## config.mk

```make
export PLATFORM = sky130hd
export DESIGN_NAME = wcd_decoder
export DESIGN_NICKNAME = d
export VERILOG_FILES = /design/src/hw/wcd_pkg.sv /design/src/hw/wcd_shifter.sv /design/src/hw/wcd_decoder.sv
export SDC_FILE = /design/constraint.sdc
export NUM_CORES = 1
export LEC_CHECK = 0
export BUFFER_PORTS_ARGS = -buffer_cell sky130_fd_sc_hd__buf_2
export CAP_MARGIN = 20
export CORE_MARGIN = 2
export CORE_UTILIZATION = 29
export CTS_BUF_LIST = sky130_fd_sc_hd__clkbuf_16
export DETAILED_ROUTE_END_ITERATION = 8
export HOLD_SLACK_MARGIN = 0.12
export PLACE_DENSITY = 0.47
export SLEW_MARGIN = 5
export SYNTH_ARGS = -nofsm -noshare
export SYNTH_HDL_FRONTEND = slang
export SYNTH_SLANG_ARGS = --single-unit
export TNS_END_PERCENT = 5
```

## constraint.sdc

```tcl
create_clock -name clock -period 2.5 [get_ports clock]
set_input_delay 0.125 -clock clock [delete_from_list [all_inputs] [get_ports clock]]
set_output_delay 0.125 -clock clock [all_outputs]
set_load 0.05 [all_outputs]
```

## src/hw/wcd_pkg.sv

```systemverilog
package wcd_pkg;

  typedef enum logic [4:0] {
    WCD_OP_NONE = 5'h00,
    WCD_OP_BYTE_SUM = 5'h01,
    WCD_OP_BYTE_COMPARE = 5'h02,
    WCD_OP_IMMEDIATE_COMPARE = 5'h03,
    WCD_OP_IRQ_MASK_LOAD = 5'h04,
    WCD_OP_REGFILE_BASE_LOAD = 5'h05,
    WCD_OP_BYTE_DIFFERENCE = 5'h06,
    WCD_OP_ROTATE_RIGHT = 5'h07,
    WCD_OP_LOGICAL_RIGHT = 5'h08,
    WCD_OP_ARITH_LEFT = 5'h09,
    WCD_OP_ARITH_RIGHT = 5'h0A,
    WCD_OP_BYTE_BIT_CLEAR = 5'h0B,
    WCD_OP_MAGNITUDE = 5'h0C,
    WCD_OP_CONTEXT_BRANCH = 5'h0D,
    WCD_OP_ONES_COMPLEMENT = 5'h0E,
    WCD_OP_TWOS_COMPLEMENT = 5'h0F,
    WCD_OP_BRANCH_HIGH_EQUAL = 5'h10,
    WCD_OP_BRANCH_GREATER = 5'h11,
    WCD_OP_BRANCH_LOW_EQUAL = 5'h12,
    WCD_OP_IMMEDIATE_OR = 5'h13,
    WCD_OP_EXTERNAL_ROM_EXEC = 5'h14
  } wcd_op_t;

  typedef enum logic [1:0] {
    WCD_ST_IDLE = 2'b00,
    WCD_ST_IMM = 2'b01
  } wcd_state_t;

  // Top nibble classes
  localparam logic [3:0] WCD_TOP_BYTE_SUM = 4'hB;
  localparam logic [3:0] WCD_TOP_BYTE_COMPARE = 4'h9;
  localparam logic [3:0] WCD_TOP_BYTE_DIFFERENCE = 4'h7;
  localparam logic [3:0] WCD_TOP_BYTE_BIT_CLEAR = 4'h5;
  // High byte of jump words
  localparam logic [7:0] WCD_HI_BRANCH_HIGH_EQUAL = 8'h14;
  localparam logic [7:0] WCD_HI_BRANCH_GREATER = 8'h15;
  localparam logic [7:0] WCD_HI_BRANCH_LOW_EQUAL = 8'h12;
  // High byte of shift words
  localparam logic [7:0] WCD_HI_ARITH_RIGHT = 8'h08;
  localparam logic [7:0] WCD_HI_LOGICAL_RIGHT = 8'h09;
  localparam logic [7:0] WCD_HI_ARITH_LEFT = 8'h0A;
  localparam logic [7:0] WCD_HI_ROTATE_RIGHT = 8'h0B;
  // Upper twelve bits of one-register words
  localparam logic [11:0] WCD_U12_IMMEDIATE_OR = 12'h026;
  localparam logic [11:0] WCD_U12_IMMEDIATE_COMPARE = 12'h028;
  localparam logic [11:0] WCD_U12_CONTEXT_BRANCH = 12'h041;
  localparam logic [11:0] WCD_U12_TWOS_COMPLEMENT = 12'h050;
  localparam logic [11:0] WCD_U12_ONES_COMPLEMENT = 12'h054;
  localparam logic [11:0] WCD_U12_MAGNITUDE = 12'h074;
  // Fixed words
  localparam logic [15:0] WCD_W_REGFILE_BASE_LOAD = 16'h02E0;
  localparam logic [15:0] WCD_W_IRQ_MASK_LOAD = 16'h0300;
  localparam logic [15:0] WCD_W_EXTERNAL_ROM_EXEC = 16'h03E0;

  // Field positions
  localparam int WCD_TOP_MSB = 15;
  localparam int WCD_TOP_LSB = 12;
  localparam int WCD_HI_MSB = 15;
  localparam int WCD_HI_LSB = 8;
  localparam int WCD_U12_LSB = 4;
  localparam int WCD_DMODE_MSB = 11;
  localparam int WCD_DMODE_LSB = 10;
  localparam int WCD_DREG_MSB = 9;
  localparam int WCD_DREG_LSB = 6;
  localparam int WCD_SMODE_MSB = 5;
  localparam int WCD_SMODE_LSB = 4;
  localparam int WCD_SREG_MSB = 3;
  localparam int WCD_SREG_LSB = 0;
  localparam int WCD_CNT_MSB = 7;
  localparam int WCD_CNT_LSB = 4;
  localparam int WCD_DISP_MSB = 7;
  localparam int WCD_SIGN_BIT = 15;

  localparam logic [3:0] WCD_CNT_FROM_R0 = 4'h0;
  localparam logic [15:0] WCD_WORD_RESET = 16'h0000;
  localparam logic [15:0] WCD_PC_STEP = 16'h0002;

endpackage : wcd_pkg

```

## src/hw/wcd_shifter.sv

```systemverilog
`timescale 1ns/1ps
module wcd_shifter
  import wcd_pkg::*;
(
  // Operand and control
  input wire logic [15:0] value,
  input wire logic [3:0] count,
  input wire wcd_pkg::wcd_op_t op,
  // Result
  output logic [15:0] result,
  output logic carry
);
  logic [31:0] dbl;

  always_comb begin
    dbl = 32'h00000000;
    result = value;
    carry = 1'b0;
    case (op)
      WCD_OP_ROTATE_RIGHT: begin
        dbl = {value, value} >> count;
        result = dbl[15:0];
        carry = result[WCD_SIGN_BIT];
      end
      WCD_OP_LOGICAL_RIGHT: begin
        dbl = {value, 16'h0000} >> count;
        result = dbl[31:16];
        carry = dbl[15];
      end
      WCD_OP_ARITH_RIGHT: begin
        dbl = 32'($signed({value, 16'h0000}) >>> count);
        result = dbl[31:16];
        carry = dbl[15];
      end
      WCD_OP_ARITH_LEFT: begin
        dbl = {16'h0000, value} << count;
        result = dbl[15:0];
        carry = dbl[16];
      end
      default: begin
        result = value;
        carry = 1'b0;
      end
    endcase
  end
endmodule : wcd_shifter

```

## src/hw/wcd_decoder.sv

```systemverilog
`timescale 1ns/1ps
// Contract
// - Bxxx decodes as byte add of source into destination.
// - 9xxx decodes as byte compare, status only, no write.
// - 028s compares register s with immediate from next word.
// - Fixed word 0300 loads interrupt mask from immediate.
// - Fixed word 02E0 loads register-file base from next word.
// - 7xxx decodes as byte subtract, result to destination.
// - 0Bns rotates register s right circularly by n.
// - 09ns shifts register s right logically by n.
// - 0Ans shifts register s left arithmetically by n.
// - 5xxx clears destination byte bits set in source.
// - 074s replaces register s with its absolute value.
// - 041s context branch, operand indirect through register s.
// - 054s inverts register s (ones complement).
// - 050s negates register s (twos complement).
// - 14yy jumps if unsigned high or equal.
// - 15yy jumps if signed greater than.
// - 12yy jumps if low or equal.
// - 026s ORs register s with next word, writes back.
// - Fixed word 03E0 signals external load-ROM-and-execute.
// - Zero shift count takes low four bits of register zero.
// - Rotation feeds bits leaving bit 0 back into the top.
// - Arithmetic right shift fills with the original sign bit.
module wcd_decoder
  import wcd_pkg::*;
(
  // Clock and reset
  input wire logic clock,
  input wire logic resetn,
  // Fetch side
  input wire logic fetch_valid,
  input wire logic [15:0] fetch_word,
  input wire logic [15:0] fetch_pc,
  output logic fetch_ready,
  // Execution side operand inputs
  input wire logic [15:0] reg_zero,
  input wire logic [15:0] shift_value,
  // Decoded instruction
  output logic dec_valid,
  input wire logic dec_ready,
  output wcd_pkg::wcd_op_t dec_op,
  output logic [1:0] dest_mode,
  output logic [3:0] dest_register,
  output logic [1:0] source_mode,
  output logic [3:0] source_register,
  output logic [3:0] shift_count,
  output logic [15:0] immediate,
  output logic [15:0] jump_target,
  output logic byte_op,
  output logic writes_dest,
  output logic ext_rom_exec,
  // Shift unit result for decoded shifts
  output logic [15:0] shift_result,
  output logic shift_carry
);

  wcd_state_t state_r;
  wcd_op_t op_nxt;
  logic needs_imm;
  logic is_shift;
  logic take;
  logic take_imm;
  logic [3:0] cnt_field;
  logic [15:0] disp_words;
  logic [3:0] top;
  logic [7:0] hi;
  logic [11:0] u12;

  assign top = fetch_word[WCD_TOP_MSB:WCD_TOP_LSB];
  assign hi = fetch_word[WCD_HI_MSB:WCD_HI_LSB];
  assign u12 = fetch_word[WCD_HI_MSB:WCD_U12_LSB];
  assign cnt_field = fetch_word[WCD_CNT_MSB:WCD_CNT_LSB];

  // Opcode recognition, fixed words before prefixes
  always_comb begin
    op_nxt = WCD_OP_NONE;
    if (fetch_word == WCD_W_IRQ_MASK_LOAD) begin
      op_nxt = WCD_OP_IRQ_MASK_LOAD;
    end else if (fetch_word == WCD_W_REGFILE_BASE_LOAD) begin
      op_nxt = WCD_OP_REGFILE_BASE_LOAD;
    end else if (fetch_word == WCD_W_EXTERNAL_ROM_EXEC) begin
      op_nxt = WCD_OP_EXTERNAL_ROM_EXEC;
    end else if (top == WCD_TOP_BYTE_SUM) begin
      op_nxt = WCD_OP_BYTE_SUM;
    end else if (top == WCD_TOP_BYTE_COMPARE) begin
      op_nxt = WCD_OP_BYTE_COMPARE;
    end else if (top == WCD_TOP_BYTE_DIFFERENCE) begin
      op_nxt = WCD_OP_BYTE_DIFFERENCE;
    end else if (top == WCD_TOP_BYTE_BIT_CLEAR) begin
      op_nxt = WCD_OP_BYTE_BIT_CLEAR;
    end else if (hi == WCD_HI_ROTATE_RIGHT) begin
      op_nxt = WCD_OP_ROTATE_RIGHT;
    end else if (hi == WCD_HI_LOGICAL_RIGHT) begin
      op_nxt = WCD_OP_LOGICAL_RIGHT;
    end else if (hi == WCD_HI_ARITH_LEFT) begin
      op_nxt = WCD_OP_ARITH_LEFT;
    end else if (hi == WCD_HI_ARITH_RIGHT) begin
      op_nxt = WCD_OP_ARITH_RIGHT;
    end else if (hi == WCD_HI_BRANCH_HIGH_EQUAL) begin
      op_nxt = WCD_OP_BRANCH_HIGH_EQUAL;
    end else if (hi == WCD_HI_BRANCH_GREATER) begin
      op_nxt = WCD_OP_BRANCH_GREATER;
    end else if (hi == WCD_HI_BRANCH_LOW_EQUAL) begin
      op_nxt = WCD_OP_BRANCH_LOW_EQUAL;
    end else if (u12 == WCD_U12_IMMEDIATE_COMPARE) begin
      op_nxt = WCD_OP_IMMEDIATE_COMPARE;
    end else if (u12 == WCD_U12_IMMEDIATE_OR) begin
      op_nxt = WCD_OP_IMMEDIATE_OR;
    end else if (u12 == WCD_U12_MAGNITUDE) begin
      op_nxt = WCD_OP_MAGNITUDE;
    end else if (u12 == WCD_U12_CONTEXT_BRANCH) begin
      op_nxt = WCD_OP_CONTEXT_BRANCH;
    end else if (u12 == WCD_U12_ONES_COMPLEMENT) begin
      op_nxt = WCD_OP_ONES_COMPLEMENT;
    end else if (u12 == WCD_U12_TWOS_COMPLEMENT) begin
      op_nxt = WCD_OP_TWOS_COMPLEMENT;
    end
  end

  assign needs_imm = (op_nxt == WCD_OP_IMMEDIATE_COMPARE) || (op_nxt == WCD_OP_IMMEDIATE_OR) ||
                     (op_nxt == WCD_OP_IRQ_MASK_LOAD) || (op_nxt == WCD_OP_REGFILE_BASE_LOAD);
  assign is_shift = (op_nxt == WCD_OP_ROTATE_RIGHT) || (op_nxt == WCD_OP_LOGICAL_RIGHT) ||
                    (op_nxt == WCD_OP_ARITH_LEFT) || (op_nxt == WCD_OP_ARITH_RIGHT);

  // Output slot holds one instruction; a new word only enters once it drains
  assign fetch_ready = (state_r == WCD_ST_IMM) || !dec_valid || dec_ready;
  assign take = fetch_valid && fetch_ready && (state_r == WCD_ST_IDLE);
  assign take_imm = fetch_valid && (state_r == WCD_ST_IMM);

  // Word displacement doubled into bytes
  assign disp_words = {{7{fetch_word[WCD_DISP_MSB]}}, fetch_word[WCD_DISP_MSB:0], 1'b0};

  always_ff @(posedge clock or negedge resetn) begin
    if (!resetn) begin
      state_r <= WCD_ST_IDLE;
    end else begin
      case (state_r)
        WCD_ST_IDLE: begin
          if (take && needs_imm) begin
            state_r <= WCD_ST_IMM;
          end
        end
        WCD_ST_IMM: begin
          if (take_imm) begin
            state_r <= WCD_ST_IDLE;
          end
        end
        default: begin
          state_r <= WCD_ST_IDLE;
        end
      endcase
    end
  end

  // Valid rises once the whole instruction, immediate included, is held
  always_ff @(posedge clock or negedge resetn) begin
    if (!resetn) begin
      dec_valid <= 1'b0;
    end else if (take_imm) begin
      dec_valid <= 1'b1;
    end else if (take) begin
      dec_valid <= !needs_imm;
    end else if (dec_ready) begin
      dec_valid <= 1'b0;
    end
  end

  always_ff @(posedge clock or negedge resetn) begin
    if (!resetn) begin
      immediate <= WCD_WORD_RESET;
    end else if (take_imm) begin
      immediate <= fetch_word;
    end else if (take) begin
      immediate <= WCD_WORD_RESET;
    end
  end

  always_ff @(posedge clock or negedge resetn) begin
    if (!resetn) begin
      dec_op <= WCD_OP_NONE;
      dest_mode <= 2'b00;
      dest_register <= 4'h0;
      source_mode <= 2'b00;
      source_register <= 4'h0;
      byte_op <= 1'b0;
      writes_dest <= 1'b0;
      ext_rom_exec <= 1'b0;
    end else if (take) begin
      dec_op <= op_nxt;
      dest_mode <= fetch_word[WCD_DMODE_MSB:WCD_DMODE_LSB];
      dest_register <= fetch_word[WCD_DREG_MSB:WCD_DREG_LSB];
      source_mode <= fetch_word[WCD_SMODE_MSB:WCD_SMODE_LSB];
      source_register <= fetch_word[WCD_SREG_MSB:WCD_SREG_LSB];
      byte_op <= (op_nxt == WCD_OP_BYTE_SUM) || (op_nxt == WCD_OP_BYTE_COMPARE) ||
                 (op_nxt == WCD_OP_BYTE_DIFFERENCE) || (op_nxt == WCD_OP_BYTE_BIT_CLEAR);
      // Compares only touch status
      writes_dest <= (op_nxt == WCD_OP_BYTE_SUM) || (op_nxt == WCD_OP_BYTE_DIFFERENCE) ||
                     (op_nxt == WCD_OP_BYTE_BIT_CLEAR) || (op_nxt == WCD_OP_IMMEDIATE_OR) ||
                     (op_nxt == WCD_OP_MAGNITUDE) || (op_nxt == WCD_OP_ONES_COMPLEMENT) ||
                     (op_nxt == WCD_OP_TWOS_COMPLEMENT) || is_shift;
      ext_rom_exec <= (op_nxt == WCD_OP_EXTERNAL_ROM_EXEC);
    end
  end

  always_ff @(posedge clock or negedge resetn) begin
    if (!resetn) begin
      shift_count <= 4'h0;
    end else if (take) begin
      // Zero field means count comes from register zero
      if (cnt_field == WCD_CNT_FROM_R0) begin
        shift_count <= reg_zero[3:0];
      end else begin
        shift_count <= cnt_field;
      end
    end
  end

  always_ff @(posedge clock or negedge resetn) begin
    if (!resetn) begin
      jump_target <= WCD_WORD_RESET;
    end else if (take) begin
      jump_target <= 16'(fetch_pc + WCD_PC_STEP + disp_words);
    end
  end

  // Shift datapath works on the held operand from the register file
  wcd_shifter u_shifter (
    .value(shift_value),
    .count(shift_count),
    .op(dec_op),
    .result(shift_result),
    .carry(shift_carry)
  );

  property p_byte_sum;
    @(posedge clock) disable iff (!resetn)
    (take && fetch_word[15:12] == 4'hB) |=> (dec_op == WCD_OP_BYTE_SUM && byte_op && writes_dest);
  endproperty
  a_byte_sum: assert property (p_byte_sum) else $error("byte add not decoded");

  property p_byte_compare;
    @(posedge clock) disable iff (!resetn)
    (take && fetch_word[15:12] == 4'h9) |=> (dec_op == WCD_OP_BYTE_COMPARE && !writes_dest);
  endproperty
  a_byte_compare: assert property (p_byte_compare) else $error("byte compare writes");

  property p_imm_compare;
    @(posedge clock) disable iff (!resetn)
    (take && fetch_word[15:4] == 12'h028) |=> (!dec_valid && state_r == WCD_ST_IMM);
  endproperty
  a_imm_compare: assert property (p_imm_compare) else $error("compare immediate not awaited");

  property p_irq_mask;
    @(posedge clock) disable iff (!resetn)
    (take && fetch_word == 16'h0300) |=> (dec_op == WCD_OP_IRQ_MASK_LOAD);
  endproperty
  a_irq_mask: assert property (p_irq_mask) else $error("mask load not decoded");

  property p_base_load;
    @(posedge clock) disable iff (!resetn)
    (state_r == WCD_ST_IMM && fetch_valid) |=> (dec_valid && immediate == $past(fetch_word));
  endproperty
  a_base_load: assert property (p_base_load) else $error("immediate word not captured");

  property p_rotate;
    @(posedge clock) disable iff (!resetn)
    (dec_op == WCD_OP_ROTATE_RIGHT && shift_count == 4'h1) |->
      (shift_result == {shift_value[0], shift_value[15:1]});
  endproperty
  a_rotate: assert property (p_rotate) else $error("rotate by one wrong");

  property p_arith_right;
    @(posedge clock) disable iff (!resetn)
    (dec_op == WCD_OP_ARITH_RIGHT && shift_count == 4'h1) |->
      (shift_result == {shift_value[15], shift_value[15:1]});
  endproperty
  a_arith_right: assert property (p_arith_right) else $error("sign fill wrong");

  property p_zero_count;
    @(posedge clock) disable iff (!resetn)
    (take && fetch_word[15:8] == 8'h09 && fetch_word[7:4] == 4'h0) |=>
      (shift_count == $past(reg_zero[3:0]));
  endproperty
  a_zero_count: assert property (p_zero_count) else $error("zero count not from register zero");

  property p_jump;
    @(posedge clock) disable iff (!resetn)
    (take && fetch_word[15:8] == 8'h14) |=>
      (dec_op == WCD_OP_BRANCH_HIGH_EQUAL &&
       jump_target == 16'($past(fetch_pc) + 16'h0002 + {{7{$past(fetch_word[7])}}, $past(fetch_word[7:0]), 1'b0}));
  endproperty
  a_jump: assert property (p_jump) else $error("jump target wrong");

  property p_byte_diff;
    @(posedge clock) disable iff (!resetn)
    (take && fetch_word[15:12] == 4'h7) |=> (dec_op == WCD_OP_BYTE_DIFFERENCE && byte_op && writes_dest);
  endproperty
  a_byte_diff: assert property (p_byte_diff) else $error("byte subtract not decoded");

  property p_bit_clear;
    @(posedge clock) disable iff (!resetn)
    (take && fetch_word[15:12] == 4'h5) |=> (dec_op == WCD_OP_BYTE_BIT_CLEAR && byte_op && writes_dest);
  endproperty
  a_bit_clear: assert property (p_bit_clear) else $error("byte bit clear not decoded");

  property p_rotate_dec;
    @(posedge clock) disable iff (!resetn)
    (take && fetch_word[15:8] == 8'h0B) |=> (dec_op == WCD_OP_ROTATE_RIGHT && writes_dest);
  endproperty
  a_rotate_dec: assert property (p_rotate_dec) else $error("rotate not decoded");

  property p_logical_dec;
    @(posedge clock) disable iff (!resetn)
    (take && fetch_word[15:8] == 8'h09) |=> (dec_op == WCD_OP_LOGICAL_RIGHT && writes_dest);
  endproperty
  a_logical_dec: assert property (p_logical_dec) else $error("logical shift not decoded");

  property p_arith_left_dec;
    @(posedge clock) disable iff (!resetn)
    (take && fetch_word[15:8] == 8'h0A && fetch_word[7:4] != 4'h0) |=>
      (dec_op == WCD_OP_ARITH_LEFT && shift_count == $past(fetch_word[7:4]));
  endproperty
  a_arith_left_dec: assert property (p_arith_left_dec) else $error("left shift not decoded");

  property p_magnitude;
    @(posedge clock) disable iff (!resetn)
    (take && fetch_word[15:4] == 12'h074) |=> (dec_op == WCD_OP_MAGNITUDE && writes_dest);
  endproperty
  a_magnitude: assert property (p_magnitude) else $error("absolute value not decoded");

  property p_context_branch;
    @(posedge clock) disable iff (!resetn)
    (take && fetch_word[15:4] == 12'h041) |=> (dec_op == WCD_OP_CONTEXT_BRANCH && !writes_dest);
  endproperty
  a_context_branch: assert property (p_context_branch) else $error("context branch not decoded");

  property p_invert;
    @(posedge clock) disable iff (!resetn)
    (take && fetch_word[15:4] == 12'h054) |=> (dec_op == WCD_OP_ONES_COMPLEMENT && writes_dest);
  endproperty
  a_invert: assert property (p_invert) else $error("invert not decoded");

  property p_negate;
    @(posedge clock) disable iff (!resetn)
    (take && fetch_word[15:4] == 12'h050) |=> (dec_op == WCD_OP_TWOS_COMPLEMENT && writes_dest);
  endproperty
  a_negate: assert property (p_negate) else $error("negate not decoded");

  property p_ext_rom;
    @(posedge clock) disable iff (!resetn)
    (take && fetch_word == 16'h03E0) |=> (dec_op == WCD_OP_EXTERNAL_ROM_EXEC && ext_rom_exec && dec_valid);
  endproperty
  a_ext_rom: assert property (p_ext_rom) else $error("external control not flagged");

endmodule : wcd_decoder

```

Word level (Yosys, flattened, before mapping)
Cells that the tools add are included.
{"block": "totals", "register_bits": 59}
{"block": "classes", "n_reduce_logical": 29, "eq_ne": 43, "muxes": 31, "shifts": 4, "addsub": 2}
{"operator": "$mux 5", "count": 16}
{"operator": "$pmux 16 s4", "count": 1}
{"operator": "$eq 5x4->1 const B", "count": 10}
{"operator": "$eq 12x7->1 const B", "count": 4}
{"operator": "$eq 16x10->1 const B", "count": 3}
{"operator": "$eq 8x4->1 const B", "count": 4}
{"operator": "$mux 16", "count": 2}
{"operator": "$shr 32x4->16", "count": 1}
{"operator": "$shr 32x4->32", "count": 1}
{"operator": "$sshr 32x4->32", "count": 1}
{"operator": "$eq 5x3->1 const B", "count": 5}
{"operator": "$eq 12x6->1 const B", "count": 2}
{"operator": "$eq 8x5->1 const B", "count": 3}
{"operator": "$mux 4", "count": 5}
{"operator": "$logic_or 1x1->1", "count": 18}
{"operator": "$shl 16x4->17", "count": 1}
{"operator": "$add 16x16->16", "count": 1}
{"operator": "$add 16x2->16 const B", "count": 1}
{"operator": "$eq 5x2->1 const B", "count": 2}
{"operator": "$eq 5x5->1 const B", "count": 2}
{"operator": "$eq 4x3->1 const B", "count": 2}
{"operator": "$eq 4x4->1 const B", "count": 2}
{"operator": "$eq 5x1->1 const B", "count": 1}
{"operator": "$logic_and 1x1->1", "count": 4}
{"operator": "other kinds (13)", "count": 17}

Logic depth before layout (Yosys ltp)
Gate-level depths: netlist of run 1.
{"block": "depth", "ltp_word": 29, "mapped_depth": 12, "mapped_depth_nobuf": 12}

By module
From an unflattened synthesis of run 1, not the netlist that was laid out.
{"block": "unflattened", "cells_unflattened": 641, "area_unflattened_um2": 5639.2}
{"module": "wcd_decoder", "area_each_um2": 3340.7, "seq_area_each_um2": 1451.4, "cells_each": 358, "instances": 1}
{"module": "wcd_shifter", "area_each_um2": 2298.5, "seq_area_each_um2": 0.0, "cells_each": 283, "instances": 1}

Worst setup path before layout of run 1
Ideal clock, no wire load.
{"block": "synth_path", "kind": "register to output", "start": "reg shift_count[0]", "end": "out shift_result[15]", "slack_ns": -0.684, "path_stages_with_launch": 9, "required_ns": 2.375, "n_path_buf": 3, "arrival_time_ns": 3.059, "cell_sequence": "dfrtp_1 buf_2 clkbuf_1 buf_2 mux2i_1 o21ai_0 nor3_1 a21oi_1 a41oi_1"}
{"block": "synth_via", "elab_chain_len": 2, "elab_cells_between_ends": 5, "classes_between": "shift: 4; mux: 1"}
{"element": "start: declaration", "line": "wcd_decoder.sv:47", "rtl": "output logic [3:0] shift_count,"}
{"element": "start signal: assignment", "line": "wcd_decoder.sv:212", "rtl": "shift_count <= reg_zero[3:0];"}
{"element": "start signal: assignment", "line": "wcd_decoder.sv:214", "rtl": "shift_count <= cnt_field;"}
{"element": "$shl 16x4->17 (tied with other cells)", "line": "wcd_shifter.sv:36", "rtl": "dbl = {16'h0000, value} << count;"}
{"element": "$pmux 16 s4 (*)", "line": "wcd_shifter.sv:19", "rtl": "case (op)"}
{"element": "end: declaration", "line": "wcd_decoder.sv:54", "rtl": "output logic [15:0] shift_result,"}
Every way passes the cells marked *; elsewhere a longest branch is shown, timed or not.

Final worst setup path of run 1
{"block": "layout_path", "start": "reg shift_count[1]", "end": "out shift_result[2]"}
Same word-level chain as after synthesis.

==> reports/summary.txt, run 1 <==
die area -> 19170 sq um
number of buffers created by CTS -> 9
worst-skew pair later-pin latency -> 330 ps
status -> finished with violations
Final setup viols -> 9
clk root buf -> clkbuf_16
core area -> 17840 sq um
Die Ht -> 138.5 um
Power, Total -> 4.587 mW
Die X -> 138.5 um
sequential cell area fraction in the yosys report -> 27.68%
Tmin final -> 2597 ps
Worst VDD drop -> 0.0003437 V
Final ANT Viol Nets -> 0
first-pass GRT wire length -> 31.15 mm
Synth Instances -> 661
Synth cell types -> 71
Slew @ Worst Pin -> 756.5 ps
DRT Pass-1 Iters -> 5
max capacitance violation total -> 0
total track usage -> 19.99%
hold crit path type -> in -> reg
RSZ-0062 raised after global routing -> yes
WL final -> 19.61 mm
CTS tree -> yes
DRC -> 0
Most used DFF post-synth -> dfrtp_1
Reg clk slew, reported paths -> 50 ps
CTS max path bufs -> 2
fmax -> 385.0 MHz
Area growth syn-to-layout -> 40.33%
Avg WL per Cell -> 18.39 um
PD cells -> 623.4 nW/um^2
via count -> 5710
PnR worst setup slack -> -97.34 ps
placed cell areas -> 6415 sq um
Max Transition Viols Final -> 0
routed vias/inst -> 5.356
synthesized area -> 5243 sq um
fin area -> 7357 sq um
EDFF count, synth -> 0
Site Rows -> 49
CP Launch Type -> flip-flop
failing checks -> setup timing
max_slew headroom -> 49.38%
largest net degree at the start of global routing -> 39
Synth async-reset ratio -> 100.0%
FILL cells -> 1826
CTS H-tree lvls -> 3
most frequent cells in the layout -> nand2_1, buf_2, buf_4, nor2_1, dfrtp_1
Leak -> 3.495 nW
total grt overflow -> 0
Worst Path Required -> 2380 ps
starting density of the core -> 29.38%
Hold Violations, Final -> 0
DP HPWL -> 14.64 mm
YS warnings -> 0
Worst EP arrival -> 2470 ps
skew final -> 9.038 ps
post-route core utilization -> 41.24%
Sink Count -> 58
crit path max fanout -> 8
GPL Wtd Cong -> 0.9075
Buffers on Ports -> 130
I/O Pins -> 143
Synth Area per Inst -> 7.931 sq um
Crit. End Element -> output pin
Final period util -> 103.9%
Iteration-0 DRC Markers -> 283
vias in the first global route -> 5764
fraction of layout cells with a size suffix above 1 -> 34.33%
initial antenna violation count -> 1
Syn Nets -> 757
FF+latch count, synth -> 58
WS Path Type -> reg -> out
nets -> 927
==> cells by family after synthesis <==
family                   share of synthesized area (%)
flip-flops                                       27.68
buffers and inverters                            4.964
AO/OA/AOI/OAI                                    23.75
XOR/XNOR                                         2.673
multiplexers                                     10.33
AND/OR/NAND/NOR                                  23.77
adder cells (fa/ha/maj)                          6.826
==> layer usage <==
| metal | global-route usage [%] | share of wire, % |
|---|---|---|
| met3 | 4.330 | 6.9 |
| met5 | 0 | 0 |
| met1 | 26.20 | 44 |
| met4 | 6.445 | 2.4 |
| met2 | 32.93 | 46 |
==> report_power, final <==
part / switching, mW / total, mW / internal [mW]
Clock: 0.494 / 1.38 / 0.881
Combinational: 1.34 / 2.08 / 0.742
Sequential: 0.0802 / 1.13 / 1.05
Total: 1.91 / 4.59 / 2.67
==> layout make-up <==
| cell class | instances | area, sq um | area share (%) |
|---|---|---|---|
| Multi-Input combinational cell | 540 | 3789 | 51.50 |
| Sequential cell | 58 | 1454 | 19.76 |
| Inverter | 10 | 37.54 | 0.5102 |
| Clock buffer | 9 | 225.2 | 3.061 |
| Timing Repair Buffer | 212 | 1460 | 19.85 |
| Tap cell | 229 | 286.5 | 3.895 |
| Antenna cell | 1 | 2.502 | 0.03401 |
| Clock inverter | 7 | 102.6 | 1.395 |
==> path summary, 6_finish.rpt <==
check                                        startpoint                           end  slack [ps]  cells after the start
min                                         reg_zero[1]    shift_count[1]$_DFFE_PN0P_         130                      3
max reg2reg                      state_r[0]$_DFFE_PN0P_         dec_op[4]$_DFFE_PN0P_         590                      6
min reg2reg                dest_register[3]$_DFFE_PN0P_  dest_register[3]$_DFFE_PN0P_         470                      2
max                          shift_count[1]$_DFFE_PN0P_               shift_result[2]        -100                      9
max in group asynchronous                        resetn      immediate[5]$_DFFE_PN0P_        1310                      3
min in group asynchronous                        resetn    source_mode[1]$_DFFE_PN0P_         310                      2
==> synthesized netlist by cell type (all sizes together), types with 3 or more instances <==
library cell,number,share of area [%]
a2bb2oi,3,0.50
a21o,14,2.0
nand3b,5,0.72
xnor2,9,1.5
o21a,3,0.43
o21ai,57,5.4
o31ai,6,0.86
a21oi,33,3.2
or4,3,0.50
nor3,13,1.2
nand3,13,1.2
xor2,7,1.2
dfrtp,58,28
a211o,4,0.67
a2111oi,3,0.86
nor4,4,0.48
clkbuf,41,2.9
mux2i,26,5.0
inv,10,0.72
a211oi,12,1.7
nor2b,3,0.36
buf,12,1.3
mux2,11,2.4
ha,27,6.4
mux4,7,3.0
o211ai,4,0.57
a31oi,3,0.36
and2,5,0.60
nor2,63,4.6
nand2,115,8.2
nand2b,13,1.6
or2,5,0.60
and3,3,0.36
a22o,18,3.0
a22oi,5,0.72
nor4b,3,0.50
nand4b,3,0.50
==> worst max-delay path, cell delays in order (launching register included) <==
cell	delay, ps
dfrtp_2	510
buf_4	170
mux2_2	360
mux2i_2	190
buf_4	140
nor3_1	40
o21bai_1	190
o21ai_0	210
nand2_1	110
buf_4	200
==> state kept, by name, indices dropped and copies added (netlist names), 2 cells and up <==
name and cells:
dec_op 5, dest_mode 2, dest_register 4, immediate 16
jump_target 16, shift_count 4, source_mode 2, source_register 4
==> stage by stage <==
step                      setup TNS [ps]  hold WS (ps)  std cells  setup WS [ps]
after floorplan                   -5.711        -170.6        661         -5.711
after global placement                 0         131.0       1018          24.22
after detailed placement               0         133.2       1018          65.59
after CTS                         -197.4         124.7       1058         -45.23
after global routing               -2199         149.2       1065         -187.3
final                             -525.1         127.0       1066         -97.34
==> repair_timing <==
action / CTS / global route
pin swaps: 9 / 16
hold endpoints to repair: 36 / 0
hold buffers: 15 / 0
buffers inserted: 9 / 6
endpoints found under the setup margin: 17 / 21
cloned: 0 / 1
resized for setup: 62 / 32
(Power assumes the default switching activity.)
==> inputs of run 2 (changes only) <==
--- a/config.mk
+++ b/config.mk
@@ -13,6 +13,7 @@
 export DETAILED_ROUTE_END_ITERATION = 8
 export HOLD_SLACK_MARGIN = 0.12
 export PLACE_DENSITY = 0.47
+export RECOVER_POWER = 50
 export SLEW_MARGIN = 5
 export SYNTH_ARGS = -nofsm -noshare
 export SYNTH_HDL_FRONTEND = slang
==> reports/summary.txt, run 2 (synthesis results as in run 1) <==
core area -> 17840 sq um
CP Launch Type -> flip-flop
Reg clk slew, reported paths -> 50 ps
Flop pwr share -> 24.9%
Final setup viols -> 10
Site Rows -> 49
fraction of layout cells with a size suffix above 1 -> 27.63%
Worst VDD drop -> 0.0003332 V
Worst Hold Depth -> 3
Sink Count -> 58
total grt overflow -> 0
Buffers on Ports -> 130
largest net degree at the start of global routing -> 39
Max Transition Viols Final -> 0
status -> finished with violations
WL final -> 19.56 mm
DP HPWL -> 14.64 mm
Area growth syn-to-layout -> 38.95%
Hold Violations, Final -> 0
initial antenna violation count -> 1
clk root buf -> clkbuf_16
Tmin final -> 2597 ps
R2R depth -> 5
total track usage -> 19.99%
DRT Pass-1 Iters -> 5
PnR worst setup slack -> -97.34 ps
Iteration-0 DRC Markers -> 325
CTS max path bufs -> 2
GPL Wtd Cong -> 0.9075
I/O Pins -> 143
final setup TNS -> -511.5 ps
Gate power share -> 45.0%
most frequent cells in the layout -> nand2_1, nor2_1, buf_2, buf_4
CTS tree -> yes
Internal -> 2.641 mW
Top cell by count, worst path -> buf_4
Top Registers -> immediate: 16 flops, jump_target: 16 flops, dec_op: 5 flops
CP Depth -> 9
critical path's largest stage delay -> 520 ps
fmax -> 385.0 MHz
post-route core utilization -> 40.83%
number of buffers created by CTS -> 9
max_slew headroom -> 17.15%
Leak -> 3.293 nW
most common cell after layout, fill and taps aside -> nand2_1
Critical-path top delay cell -> dfrtp_2
vias in the first global route -> 5764
skew final -> 8.507 ps
PD cells -> 625.9 nW/um^2
worst-skew pair later-pin latency -> 330 ps
Avg WL per Cell -> 18.35 um
crit-path cells -> buf_4 -> mux2_2 -> mux2i_2 -> buf_4 -> nor3_1 -> o21bai_1 -> o21ai_0 -> nand2_1 -> buf_4
max capacitance violation total -> 0
CTS H-tree lvls -> 3
FILL cells -> 1846
P_sw -> 1.918 mW
die area -> 19170 sq um
RSZ-0062 raised after global routing -> yes
nets -> 927
Top delay family on crit path -> multiplexers
Die Ht -> 138.5 um
WS Path Type -> reg -> out
switch share -> 42.08%
Buf/Inv on CP -> 3
Worst Path Required -> 2380 ps
Worst EP arrival -> 2470 ps
first-pass GRT wire length -> 31.15 mm
failing checks -> setup timing
routed vias/inst -> 5.359
Clock power frac -> 30.2%
crit path max fanout -> 8
hold crit path type -> in -> reg
Final period util -> 103.9%
Die X -> 138.5 um
Final ANT Viol Nets -> 0
starting density of the core -> 29.38%
DRC -> 0
Slew @ Worst Pin -> 1243 ps
via count -> 5713
Crit. End Element -> output pin
## run 2: final timing paths
path / startpoint / slack [ps] / to
worst max-delay path: shift_count[1]$_DFFE_PN0P_ / -100 / shift_result[2]
worst min register to register: dest_register[3]$_DFFE_PN0P_ / 470 / dest_register[3]$_DFFE_PN0P_
worst max register to register: state_r[0]$_DFFE_PN0P_ / 440 / immediate[0]$_DFFE_PN0P_
max in group asynchronous: resetn / 640 / immediate[5]$_DFFE_PN0P_
min in group asynchronous: resetn / 580 / source_mode[1]$_DFFE_PN0P_
worst min-delay path: reg_zero[1] / 130 / shift_count[1]$_DFFE_PN0P_
## run 2: layer usage
metal	routed length [um]	GRT usage (%)
met5	0	0
met2	8996	32.93
met1	8856	26.20
met4	482	6.445
met3	1226	4.330
## run 2: what timing repair did
item	in CTS	in global routing
cloned	0	1
gates resized for setup	62	32
hold buffers	15	0
pin swaps	9	16
hold endpoints to repair	36	0
endpoints found under the setup margin	17	21
setup buffers	9	6
## run 2: cell type report
type | count | area [sq um] | share of cell area [%]
antenna | 1 | 2.502 | 0.03435
multi-input combinational | 540 | 3789 | 52.01
sequential | 58 | 1454 | 19.96
clock inverter | 7 | 102.6 | 1.408
inverter | 10 | 37.54 | 0.5153
clock buffer | 9 | 225.2 | 3.092
timing repair buffer | 212 | 1388 | 19.05
tap | 229 | 286.5 | 3.933
## run 2: through the flow
step           hold WS (ps)  worst slack (ps)  cells  instance area (sq um)  power, mW
3_5_place_dp          133.2             65.59   1018                   6415      2.993
3_3_place_gp          131.0             24.22   1018                   6415      2.979
6_report              126.8            -97.34   1066                   7284      4.559
2_1_floorplan        -170.6            -5.711    661                   5284      2.424
5_1_grt               149.2            -187.3   1065                   7282      4.796
4_1_cts               124.7            -45.23   1058                   7173      4.520
## run 2: tightest hold or removal path, delay by kind of cell
family / cells / cell delay, ps
AOI/OAI and AO/OA: 2 / 220
buffers and inverters: 1 / 80
## run 2: power by group through the flow
stage	registers [mW]	clock network [mW]	logic, mW
finish	1.13	1.38	2.05
global route	1.15	1.45	2.20
CTS	1.13	1.40	1.99
global placement	1.14	0	1.84
floorplan	1.52	0	0.905
detailed placement	1.14	0	1.85
